[src/design/rscol_pkg.sv]
// constants, field layout and status codes of the region start column register group
// Behaviour
// - the group is decoded from base address 0x1000 and every field offset is relative to that base.
// - offset zero is a read-only status byte: 0x00 absent, 0x01 present and valid, 0x80 a value out of range.
// - offset 0x0001 is a two-byte read/write field whose integer sets the first pixel of the region.
// - the start is at least 1 and moves in steps of 32 without pixel combining, 16 with it; software keeps to that grid.
// - the written integer is used directly as the first pixel position, 1 gives pixel 1, 33 gives pixel 33.
// - every two-byte field is stored low byte first, high byte at the next address.
// - offset 0x0003 is a read-only two-byte minimum start value, fixed at 1 whatever the other settings.
// - offset 0x0005 is a read-only two-byte maximum start value that follows the region length setting.
// - offset 0x0007 is a read-only two-byte field reporting the step that currently applies.
package rscol_pkg;
	localparam int ADDR_W = 16;
	localparam int DATA_W = 8;
	localparam int FIELD_W = 16;
	localparam logic [ADDR_W-1:0] BASE_ADDR = 16'h1000;
	// byte offsets from the base
	localparam logic [ADDR_W-1:0] OFF_STATE = 16'h0000;
	localparam logic [ADDR_W-1:0] OFF_VALUE = 16'h0001;
	localparam logic [ADDR_W-1:0] OFF_LOWER = 16'h0003;
	localparam logic [ADDR_W-1:0] OFF_UPPER = 16'h0005;
	localparam logic [ADDR_W-1:0] OFF_STEP = 16'h0007;
	localparam logic [ADDR_W-1:0] OFF_EVENT = 16'h0009;
	localparam logic [ADDR_W-1:0] OFF_EVMASK = 16'h000A;
	// geometry and grid
	localparam logic [FIELD_W-1:0] SENSOR_PIXELS = 16'h0800;
	localparam logic [FIELD_W-1:0] START_MIN = 16'h0001;
	localparam logic [FIELD_W-1:0] STEP_PLAIN = 16'h0020;
	localparam logic [FIELD_W-1:0] STEP_BINNED = 16'h0010;
	localparam logic [FIELD_W-1:0] VALUE_RESET = 16'h0001;
	// event bits
	localparam int EV_RANGE = 0;
	localparam int EV_LIMIT = 1;
	localparam int EV_W = 2;
	localparam logic [EV_W-1:0] EV_RESET = 2'h0;
	localparam logic [EV_W-1:0] MASK_RESET = 2'h0;
	localparam logic [DATA_W-1:0] RDATA_IDLE = 8'h00;
	typedef enum logic [7:0] {
		RSC_ABSENT = 8'h00,
		RSC_VALID = 8'h01,
		RSC_RANGE = 8'h80
	} rscol_state_t;
	// true when a byte address hits base plus offset
	function automatic logic rscol_hit(input logic [ADDR_W-1:0] addr, input logic [ADDR_W-1:0] off);
		rscol_hit = (addr == BASE_ADDR + off);
	endfunction : rscol_hit
endpackage : rscol_pkg

[src/design/rscol_limits.sv]
// legal range, step and out-of-range check for the region start
`timescale 1ns/100ps
module rscol_limits
	import rscol_pkg::*;
(
	input wire logic bin_enable,
	input wire logic [FIELD_W-1:0] window_length,
	input wire logic [FIELD_W-1:0] start_value,
	output logic [FIELD_W-1:0] lower_limit,
	output logic [FIELD_W-1:0] upper_limit,
	output logic [FIELD_W-1:0] step,
	output logic out_of_range
);
	logic [FIELD_W:0] span;
	logic [FIELD_W-1:0] offset;
	logic off_grid;

	// the last start that still fits the region inside the sensor line
	always_comb begin
		lower_limit = START_MIN;
		step = bin_enable ? STEP_BINNED : STEP_PLAIN;
		span = {1'b0, SENSOR_PIXELS} - {1'b0, window_length} + 17'h0_0001;
		// a region longer than the sensor leaves no legal start at all
		upper_limit = (window_length > SENSOR_PIXELS) ? 16'h0000 : span[FIELD_W-1:0];
		offset = start_value - START_MIN;
		// steps are powers of two, so the grid test is a look at the low bits
		off_grid = bin_enable ? (offset[3:0] != 4'h0) : (offset[4:0] != 5'h00);
		out_of_range = (start_value < lower_limit) || (start_value > upper_limit) || off_grid;
	end
endmodule : rscol_limits

[src/design/rscol_field.sv]
// two-byte read/write field written one byte lane at a time
`timescale 1ns/100ps
module rscol_field
	import rscol_pkg::*;
(
	input wire logic mclk,
	input wire logic rst_n,
	input wire logic wr_low,
	input wire logic wr_high,
	input wire logic [DATA_W-1:0] wdata,
	output logic [FIELD_W-1:0] value
);
	logic [FIELD_W-1:0] value_r;
	logic [FIELD_W-1:0] value_nxt;

	// low byte at the lower address, high byte above it
	always_comb begin
		value_nxt = value_r;
		if (wr_low) begin
			value_nxt[7:0] = wdata;
		end
		if (wr_high) begin
			value_nxt[15:8] = wdata;
		end
	end

	always_ff @(posedge mclk) begin
		if (!rst_n) begin
			value_r <= VALUE_RESET;
		end else begin
			value_r <= value_nxt;
		end
	end

	assign value = value_r;
endmodule : rscol_field

[src/design/rscol_regs.sv]
// region start column register group with byte-wide register port and interrupt
`timescale 1ns/100ps
module rscol_regs
	import rscol_pkg::*;
(
	input wire logic mclk,
	input wire logic rst_n,
	input wire logic [ADDR_W-1:0] reg_addr,
	input wire logic [DATA_W-1:0] reg_wdata,
	input wire logic reg_wr,
	input wire logic reg_rd,
	output logic [DATA_W-1:0] reg_rdata,
	input wire logic reg_present,
	input wire logic bin_enable,
	input wire logic [FIELD_W-1:0] window_length,
	output logic [FIELD_W-1:0] window_start,
	output logic window_start_ok,
	output logic irq
);
	logic wr_start_lo;
	logic wr_start_hi;
	logic [FIELD_W-1:0] start_value;
	logic [FIELD_W-1:0] lower_limit;
	logic [FIELD_W-1:0] upper_limit;
	logic [FIELD_W-1:0] step;
	logic out_of_range;
	rscol_state_t state_now;
	rscol_state_t state_r;
	rscol_state_t state_nxt;
	logic [FIELD_W-1:0] upper_seen_r;
	logic [FIELD_W-1:0] upper_seen_nxt;
	logic [FIELD_W-1:0] step_seen_r;
	logic [FIELD_W-1:0] step_seen_nxt;
	logic [EV_W-1:0] event_r;
	logic [EV_W-1:0] event_nxt;
	logic [EV_W-1:0] mask_r;
	logic [EV_W-1:0] mask_nxt;
	logic [EV_W-1:0] event_set;
	logic [DATA_W-1:0] rdata_r;
	logic [DATA_W-1:0] rdata_nxt;
	logic irq_r;
	logic irq_nxt;
	logic [FIELD_W-1:0] start_out_r;
	logic [FIELD_W-1:0] start_out_nxt;
	logic ok_r;
	logic ok_nxt;

	// only the start field, the event byte and the event mask take writes; every other offset in the group drops them
	assign wr_start_lo = reg_wr && rscol_hit(reg_addr, OFF_VALUE);
	assign wr_start_hi = reg_wr && rscol_hit(reg_addr, OFF_VALUE + 16'h0001);

	rscol_field u_start (
		.mclk(mclk),
		.rst_n(rst_n),
		.wr_low(wr_start_lo),
		.wr_high(wr_start_hi),
		.wdata(reg_wdata),
		.value(start_value)
	);

	rscol_limits u_limits (
		.bin_enable(bin_enable),
		.window_length(window_length),
		.start_value(start_value),
		.lower_limit(lower_limit),
		.upper_limit(upper_limit),
		.step(step),
		.out_of_range(out_of_range)
	);

	// status byte follows presence first, then the range check
	always_comb begin
		if (!reg_present) begin
			state_now = RSC_ABSENT;
		end else if (out_of_range) begin
			state_now = RSC_RANGE;
		end else begin
			state_now = RSC_VALID;
		end
		state_nxt = state_now;
	end

	always_ff @(posedge mclk) begin
		if (!rst_n) begin
			state_r <= RSC_ABSENT;
		end else begin
			state_r <= state_nxt;
		end
	end

	// the start goes out untouched as the first pixel; no minus-one here,
	// pixel numbering starts at 1 on the downstream side as well
	always_comb begin
		start_out_nxt = start_value;
		ok_nxt = (state_now == RSC_VALID);
	end

	always_ff @(posedge mclk) begin
		if (!rst_n) begin
			start_out_r <= VALUE_RESET;
			ok_r <= 1'b0;
		end else begin
			start_out_r <= start_out_nxt;
			ok_r <= ok_nxt;
		end
	end

	// remember the last limits so a change of range raises an event
	always_comb begin
		upper_seen_nxt = upper_limit;
		step_seen_nxt = step;
		event_set = '0;
		// entering the out-of-range state, not staying in it
		event_set[EV_RANGE] = (state_now == RSC_RANGE) && (state_r != RSC_RANGE);
		event_set[EV_LIMIT] = (upper_limit != upper_seen_r) || (step != step_seen_r);
	end

	always_ff @(posedge mclk) begin
		if (!rst_n) begin
			upper_seen_r <= SENSOR_PIXELS;
			step_seen_r <= STEP_PLAIN;
		end else begin
			upper_seen_r <= upper_seen_nxt;
			step_seen_r <= step_seen_nxt;
		end
	end

	// sticky events, write one to clear; a new event in the clearing cycle wins
	always_comb begin
		event_nxt = event_r;
		mask_nxt = mask_r;
		if (reg_wr && rscol_hit(reg_addr, OFF_EVENT)) begin
			event_nxt = event_r & ~reg_wdata[EV_W-1:0];
		end
		event_nxt = event_nxt | event_set;
		if (reg_wr && rscol_hit(reg_addr, OFF_EVMASK)) begin
			mask_nxt = reg_wdata[EV_W-1:0];
		end
		irq_nxt = |(event_nxt & mask_nxt);
	end

	always_ff @(posedge mclk) begin
		if (!rst_n) begin
			event_r <= EV_RESET;
			mask_r <= MASK_RESET;
			irq_r <= 1'b0;
		end else begin
			event_r <= event_nxt;
			mask_r <= mask_nxt;
			irq_r <= irq_nxt;
		end
	end

	// read mux; data stand only in the cycle after the strobe, zero elsewhere
	always_comb begin
		rdata_nxt = RDATA_IDLE;
		if (reg_rd) begin
			if (rscol_hit(reg_addr, OFF_STATE)) begin
				rdata_nxt = state_r;
			end else if (rscol_hit(reg_addr, OFF_VALUE)) begin
				rdata_nxt = start_value[7:0];
			end else if (rscol_hit(reg_addr, OFF_VALUE + 16'h0001)) begin
				rdata_nxt = start_value[15:8];
			end else if (rscol_hit(reg_addr, OFF_LOWER)) begin
				rdata_nxt = lower_limit[7:0];
			end else if (rscol_hit(reg_addr, OFF_LOWER + 16'h0001)) begin
				rdata_nxt = lower_limit[15:8];
			end else if (rscol_hit(reg_addr, OFF_UPPER)) begin
				rdata_nxt = upper_limit[7:0];
			end else if (rscol_hit(reg_addr, OFF_UPPER + 16'h0001)) begin
				rdata_nxt = upper_limit[15:8];
			end else if (rscol_hit(reg_addr, OFF_STEP)) begin
				rdata_nxt = step[7:0];
			end else if (rscol_hit(reg_addr, OFF_STEP + 16'h0001)) begin
				rdata_nxt = step[15:8];
			end else if (rscol_hit(reg_addr, OFF_EVENT)) begin
				rdata_nxt = {6'h00, event_r};
			end else if (rscol_hit(reg_addr, OFF_EVMASK)) begin
				rdata_nxt = {6'h00, mask_r};
			end
		end
	end

	always_ff @(posedge mclk) begin
		if (!rst_n) begin
			rdata_r <= RDATA_IDLE;
		end else begin
			rdata_r <= rdata_nxt;
		end
	end

	assign reg_rdata = rdata_r;
	assign window_start = start_out_r;
	assign window_start_ok = ok_r;
	assign irq = irq_r;
endmodule : rscol_regs

[config.mk]
export PLATFORM = sky130hd
export DESIGN_NAME = rscol_regs
export DESIGN_NICKNAME = d
export VERILOG_FILES = /design/src/design/rscol_pkg.sv /design/src/design/rscol_limits.sv /design/src/design/rscol_field.sv /design/src/design/rscol_regs.sv
export SDC_FILE = /design/constraint.sdc
export NUM_CORES = 1
export LEC_CHECK = 0
export BUFFER_PORTS_ARGS = -buffer_cell sky130_fd_sc_hd__buf_2
export CORE_ASPECT_RATIO = 1.4
export CORE_UTILIZATION = 55
export DETAILED_ROUTE_END_ITERATION = 10
export PLACE_DENSITY = 0.8
export SLEW_MARGIN = 20
export SYNTH_ARGS = -nofsm -noshare
export SYNTH_HDL_FRONTEND = slang
export SYNTH_SLANG_ARGS = --single-unit
export TNS_END_PERCENT = 30
[constraint.sdc]
create_clock -name mclk -period 3.8 [get_ports mclk]
set_clock_uncertainty 0.1 [all_clocks]
set_input_delay 0.19 -clock mclk [delete_from_list [all_inputs] [get_ports mclk]]
set_output_delay 0.19 -clock mclk [all_outputs]
set_load 0.02 [all_outputs]
==> impl_metrics.py <==
metrics = {
    "yosys": {
        "ys_top_cells_by_count": "65 x dfxtp_1, 55 x nand2_1, 41 x nor2_1",
        "synth_area_leader_cell": "dfxtp_1",
        "yosysSeqAreaShare": 0.378,
        "synth_area_leaders": "dfxtp_1 38%, ha_1 6.2%, nand2_1 6.0%, a21oi_1 4.5%, nor2_1 4.5%",
        "synth-seq-cells": 65,
        "synthArstFlopShare": 0,
        "synth-edff-count": 0,
        "yosysWarnings": 0,
        "synth_top_area_share": 0.378,
        "synth.distinct_cells": 61,
        "syn_area_sq_um": 3440,
        "synth_ff_type": "dfxtp_1",
        "synth.avg_cell_area_sq_um": 8.12,
        "yosysMostFrequentCell": "dfxtp_1",
        "syn_inst": 424,
    },
    "cts": {
        "max-clock-path-buffers": 2,
        "root_buffer": "clkbuf_8",
        "numCtsBuffers": 9,
        "cts.sinks": 65,
        "tritoncts": "yes",
        "insertion_delay_ns": 0.34,
        "htree_levels": 3,
        "path_clk_slew_ns": 0.07,
        "cts_setup_buffers": 0,
    },
    "run": {
        "drv_cap": 0,
    },
    "timing": {
        "setup_viol": 0,
        "rsz0062_at_grt": "no",
        "fin_crit_sh": 0.824,
        "whs_ns": 0.00625,
        "tightest_slew_ns": 0.989,
        "min_period_ns": 3.13,
        "setup_tns_ns": 0,
        "maxSlewHeadroom": 0.340,
        "max_freq_mhz": 319,
        "hold_viol": 0,
        "final-max-slew-violation-count": 0,
    },
    "route": {
        "drc": 0,
        "final_antenna_net_count": 0,
        "drtIter0Drc": 173,
        "first_pass_iters": 5,
        "via_count": 3475,
        "viasPerCell": 6.06,
        "wl_um": 10200,
        "detail_route.wl_per_cell_um": 17.8,
    },
    "floorplan": {
        "die_w_um": 68.9,
        "rows": 33,
        "dieArea_sq_um": 6590,
        "io_pins": 72,
        "fp.dieH_um": 95.6,
        "initial_core_util": 0.579,
        "core_sq_um": 5950,
    },
    "grt": {
        "grt_pass1_vias": 3280,
        "grt.met3_usage": 0.0837,
        "grt-busiest-layer": "met2",
        "grt_max_degree": 32,
        "use_met2": 0.566,
        "antenna_found_initial": 0,
        "grt_pass1_wl_um": 15600,
        "grt-ovfl-total": 0,
        "use_met1": 0.343,
        "grt.total_usage": 0.330,
    },
    "power_and_ir_drop": {
        "powerDensity_nw_per_um2": 330,
        "ir_drop_mv": 0.360,
        "leakage_nw": 1.69,
    },
    "critical_path": {
        "critical_path.top_delay_family": "simple AND/OR/NAND/NOR gates",
        "endpoint_kind": "flop",
        "worst-path-buf-inv": 2,
        "startpoint_type": "input pin",
        "crit_chain": "buf_2 > inv_1 > ha_1 > or4b_1 > nor4_1 > o22ai_2 > ha_1 > and4_1 > nand3_1 > o21ai_0 > a211o_1 > a21oi_1 > o32ai_1",
        "setup.worst_path.start": "window_length[1]",
        "worstSetupPathType": "in2reg",
        "worstPathArrival_ns": 3.22,
        "crit_top_cell": "ha_1",
        "crit_fanout": 11,
        "r2r-start": "upper_seen_r[3]",
        "max_stage_delay_ns": 0.57,
        "cp_slowest_cell": "or4b_1",
        "cp.required_ns": 3.89,
    },
    "worst_hold_path": {
        "hold_start": "reg_wdata[2]",
        "hold_path.class": "in2reg",
    },
    "status": {
        "status": "complete, no violations",
    },
    "final_layout": {
        "diodes": 0,
        "nets": 561,
        "area_growth_pct": 18.2,
        "multi_input_area_sq_um": 2000,
        "finalCoreUtilization": 0.685,
        "ff_latch_area_sq_um": 1300,
        "fillers": 528,
        "fin_area_sq_um": 4070,
        "layout-drive-gt1-share": 0.207,
    },
    "placement": {
        "placed_area_sq_um": 3860,
        "hpwlAfterDp_um": 7810,
        "gp_congestion": 0.995,
        "io_buffers": 71,
    },
}
==> state kept, by name, indices dropped and copies added (netlist names) <==
name           count
upper_seen_r      16
mask_r             2
state_r            2
step_seen_r        2
u_start.value     16
window_start      16
irq                1
reg_rdata          8
event_r            2
==> metrics by stage <==
step                      setup WS [ns]  total power, mW  cells
final                             0.670             1.34    573
after global routing              0.375             1.39    573
after CTS                         0.709             1.35    573
after detailed placement          0.379            0.826    554
after global placement            0.408            0.825    554
after floorplan                   0.658            0.775    426
==> routing by layer <==
metal,wire [um],vias to the layer above
met5,0,-
met4,552,0
met3,589,46
met2,5220,143
met1,3820,1628
li1,-,1658
==> where the power goes <==
part,switching [mW],internal [mW]
clock network,0.273,0.254
logic,0.0792,0.0475
registers,0.00352,0.687
==> worst min-delay path, delay by kind of cell <==
| family | cells | cell delay, ns |
|---|---|---|
| buffers and inverters | 1 | 0.11 |
| AOI/OAI and AO/OA | 1 | 0.05 |
| and+or+nand+nor | 1 | 0.05 |
==> worst paths after layout <==
kind / to / slack (ns) / cells past startpoint
min reg2reg: u_start.value[14] / 0.42 / 2
max reg2reg: irq / 1.58 / 6
min: u_start.value[10] / 0.006 / 3
max: irq / 0.67 / 13
==> final cells by class <==
class | instances | share of cell area
multi-input cells | 322 | 0.490
flip-flops and latches | 65 | 0.320
repair buffers | 80 | 0.106
clock buffers | 10 | 0.0338
well taps | 70 | 0.0215
inverters | 20 | 0.0184
clock inverters | 6 | 0.0108
==> kinds of logic (layout without fill, tap and decap cells) <==
kind of cell | Yosys count | in the layout | synth area share
muxes | 4 | 4 | 0.0120
buffers and inverters | 39 | 116 | 0.0450
adders and majority gates | 17 | 17 | 0.0617
and+or+nand+nor | 187 | 187 | 0.286
DFF | 65 | 65 | 0.378
AOI/OAI and AO/OA | 102 | 102 | 0.195
xor gates and xnor gates | 8 | 8 | 0.0203
other | 2 | 4 | 0.00218
==> timing repair <==
action | in CTS | in global routing
setup endpoints to repair | 0 | 0
endpoints found under the hold margin | 3 | 0
resized for setup | 0 | 0
hold buffers | 3 | 0
==> placed cells by master (no fill, tap or decap), types with 4 or more instances in the layout <==
cell	synthesis	layout
o21ai_0	16	16
nor3_1	7	7
a211oi_1	4	4
xor2_1	4	4
nand3_1	7	7
conb_1	2	4
nor2_1	41	41
a22oi_1	6	6
buf_4	0	6
or4_1	6	6
a21oi_1	31	31
a21o_1	4	4
nor2b_1	4	4
o22ai_1	5	5
buf_2	1	71
a31oi_1	4	4
nor4_1	8	8
nand2_1	55	55
clkinvlp_4	0	4
nand2b_1	6	6
nor3b_1	5	5
inv_1	20	20
and3_1	4	4
dfxtp_1	65	65
a21boi_0	4	4
xnor2_1	4	4
and2_1	18	18
nand4_1	7	7
clkbuf_8	0	10
ha_1	17	17
Note: power is estimated with default switching activity, not from simulation.
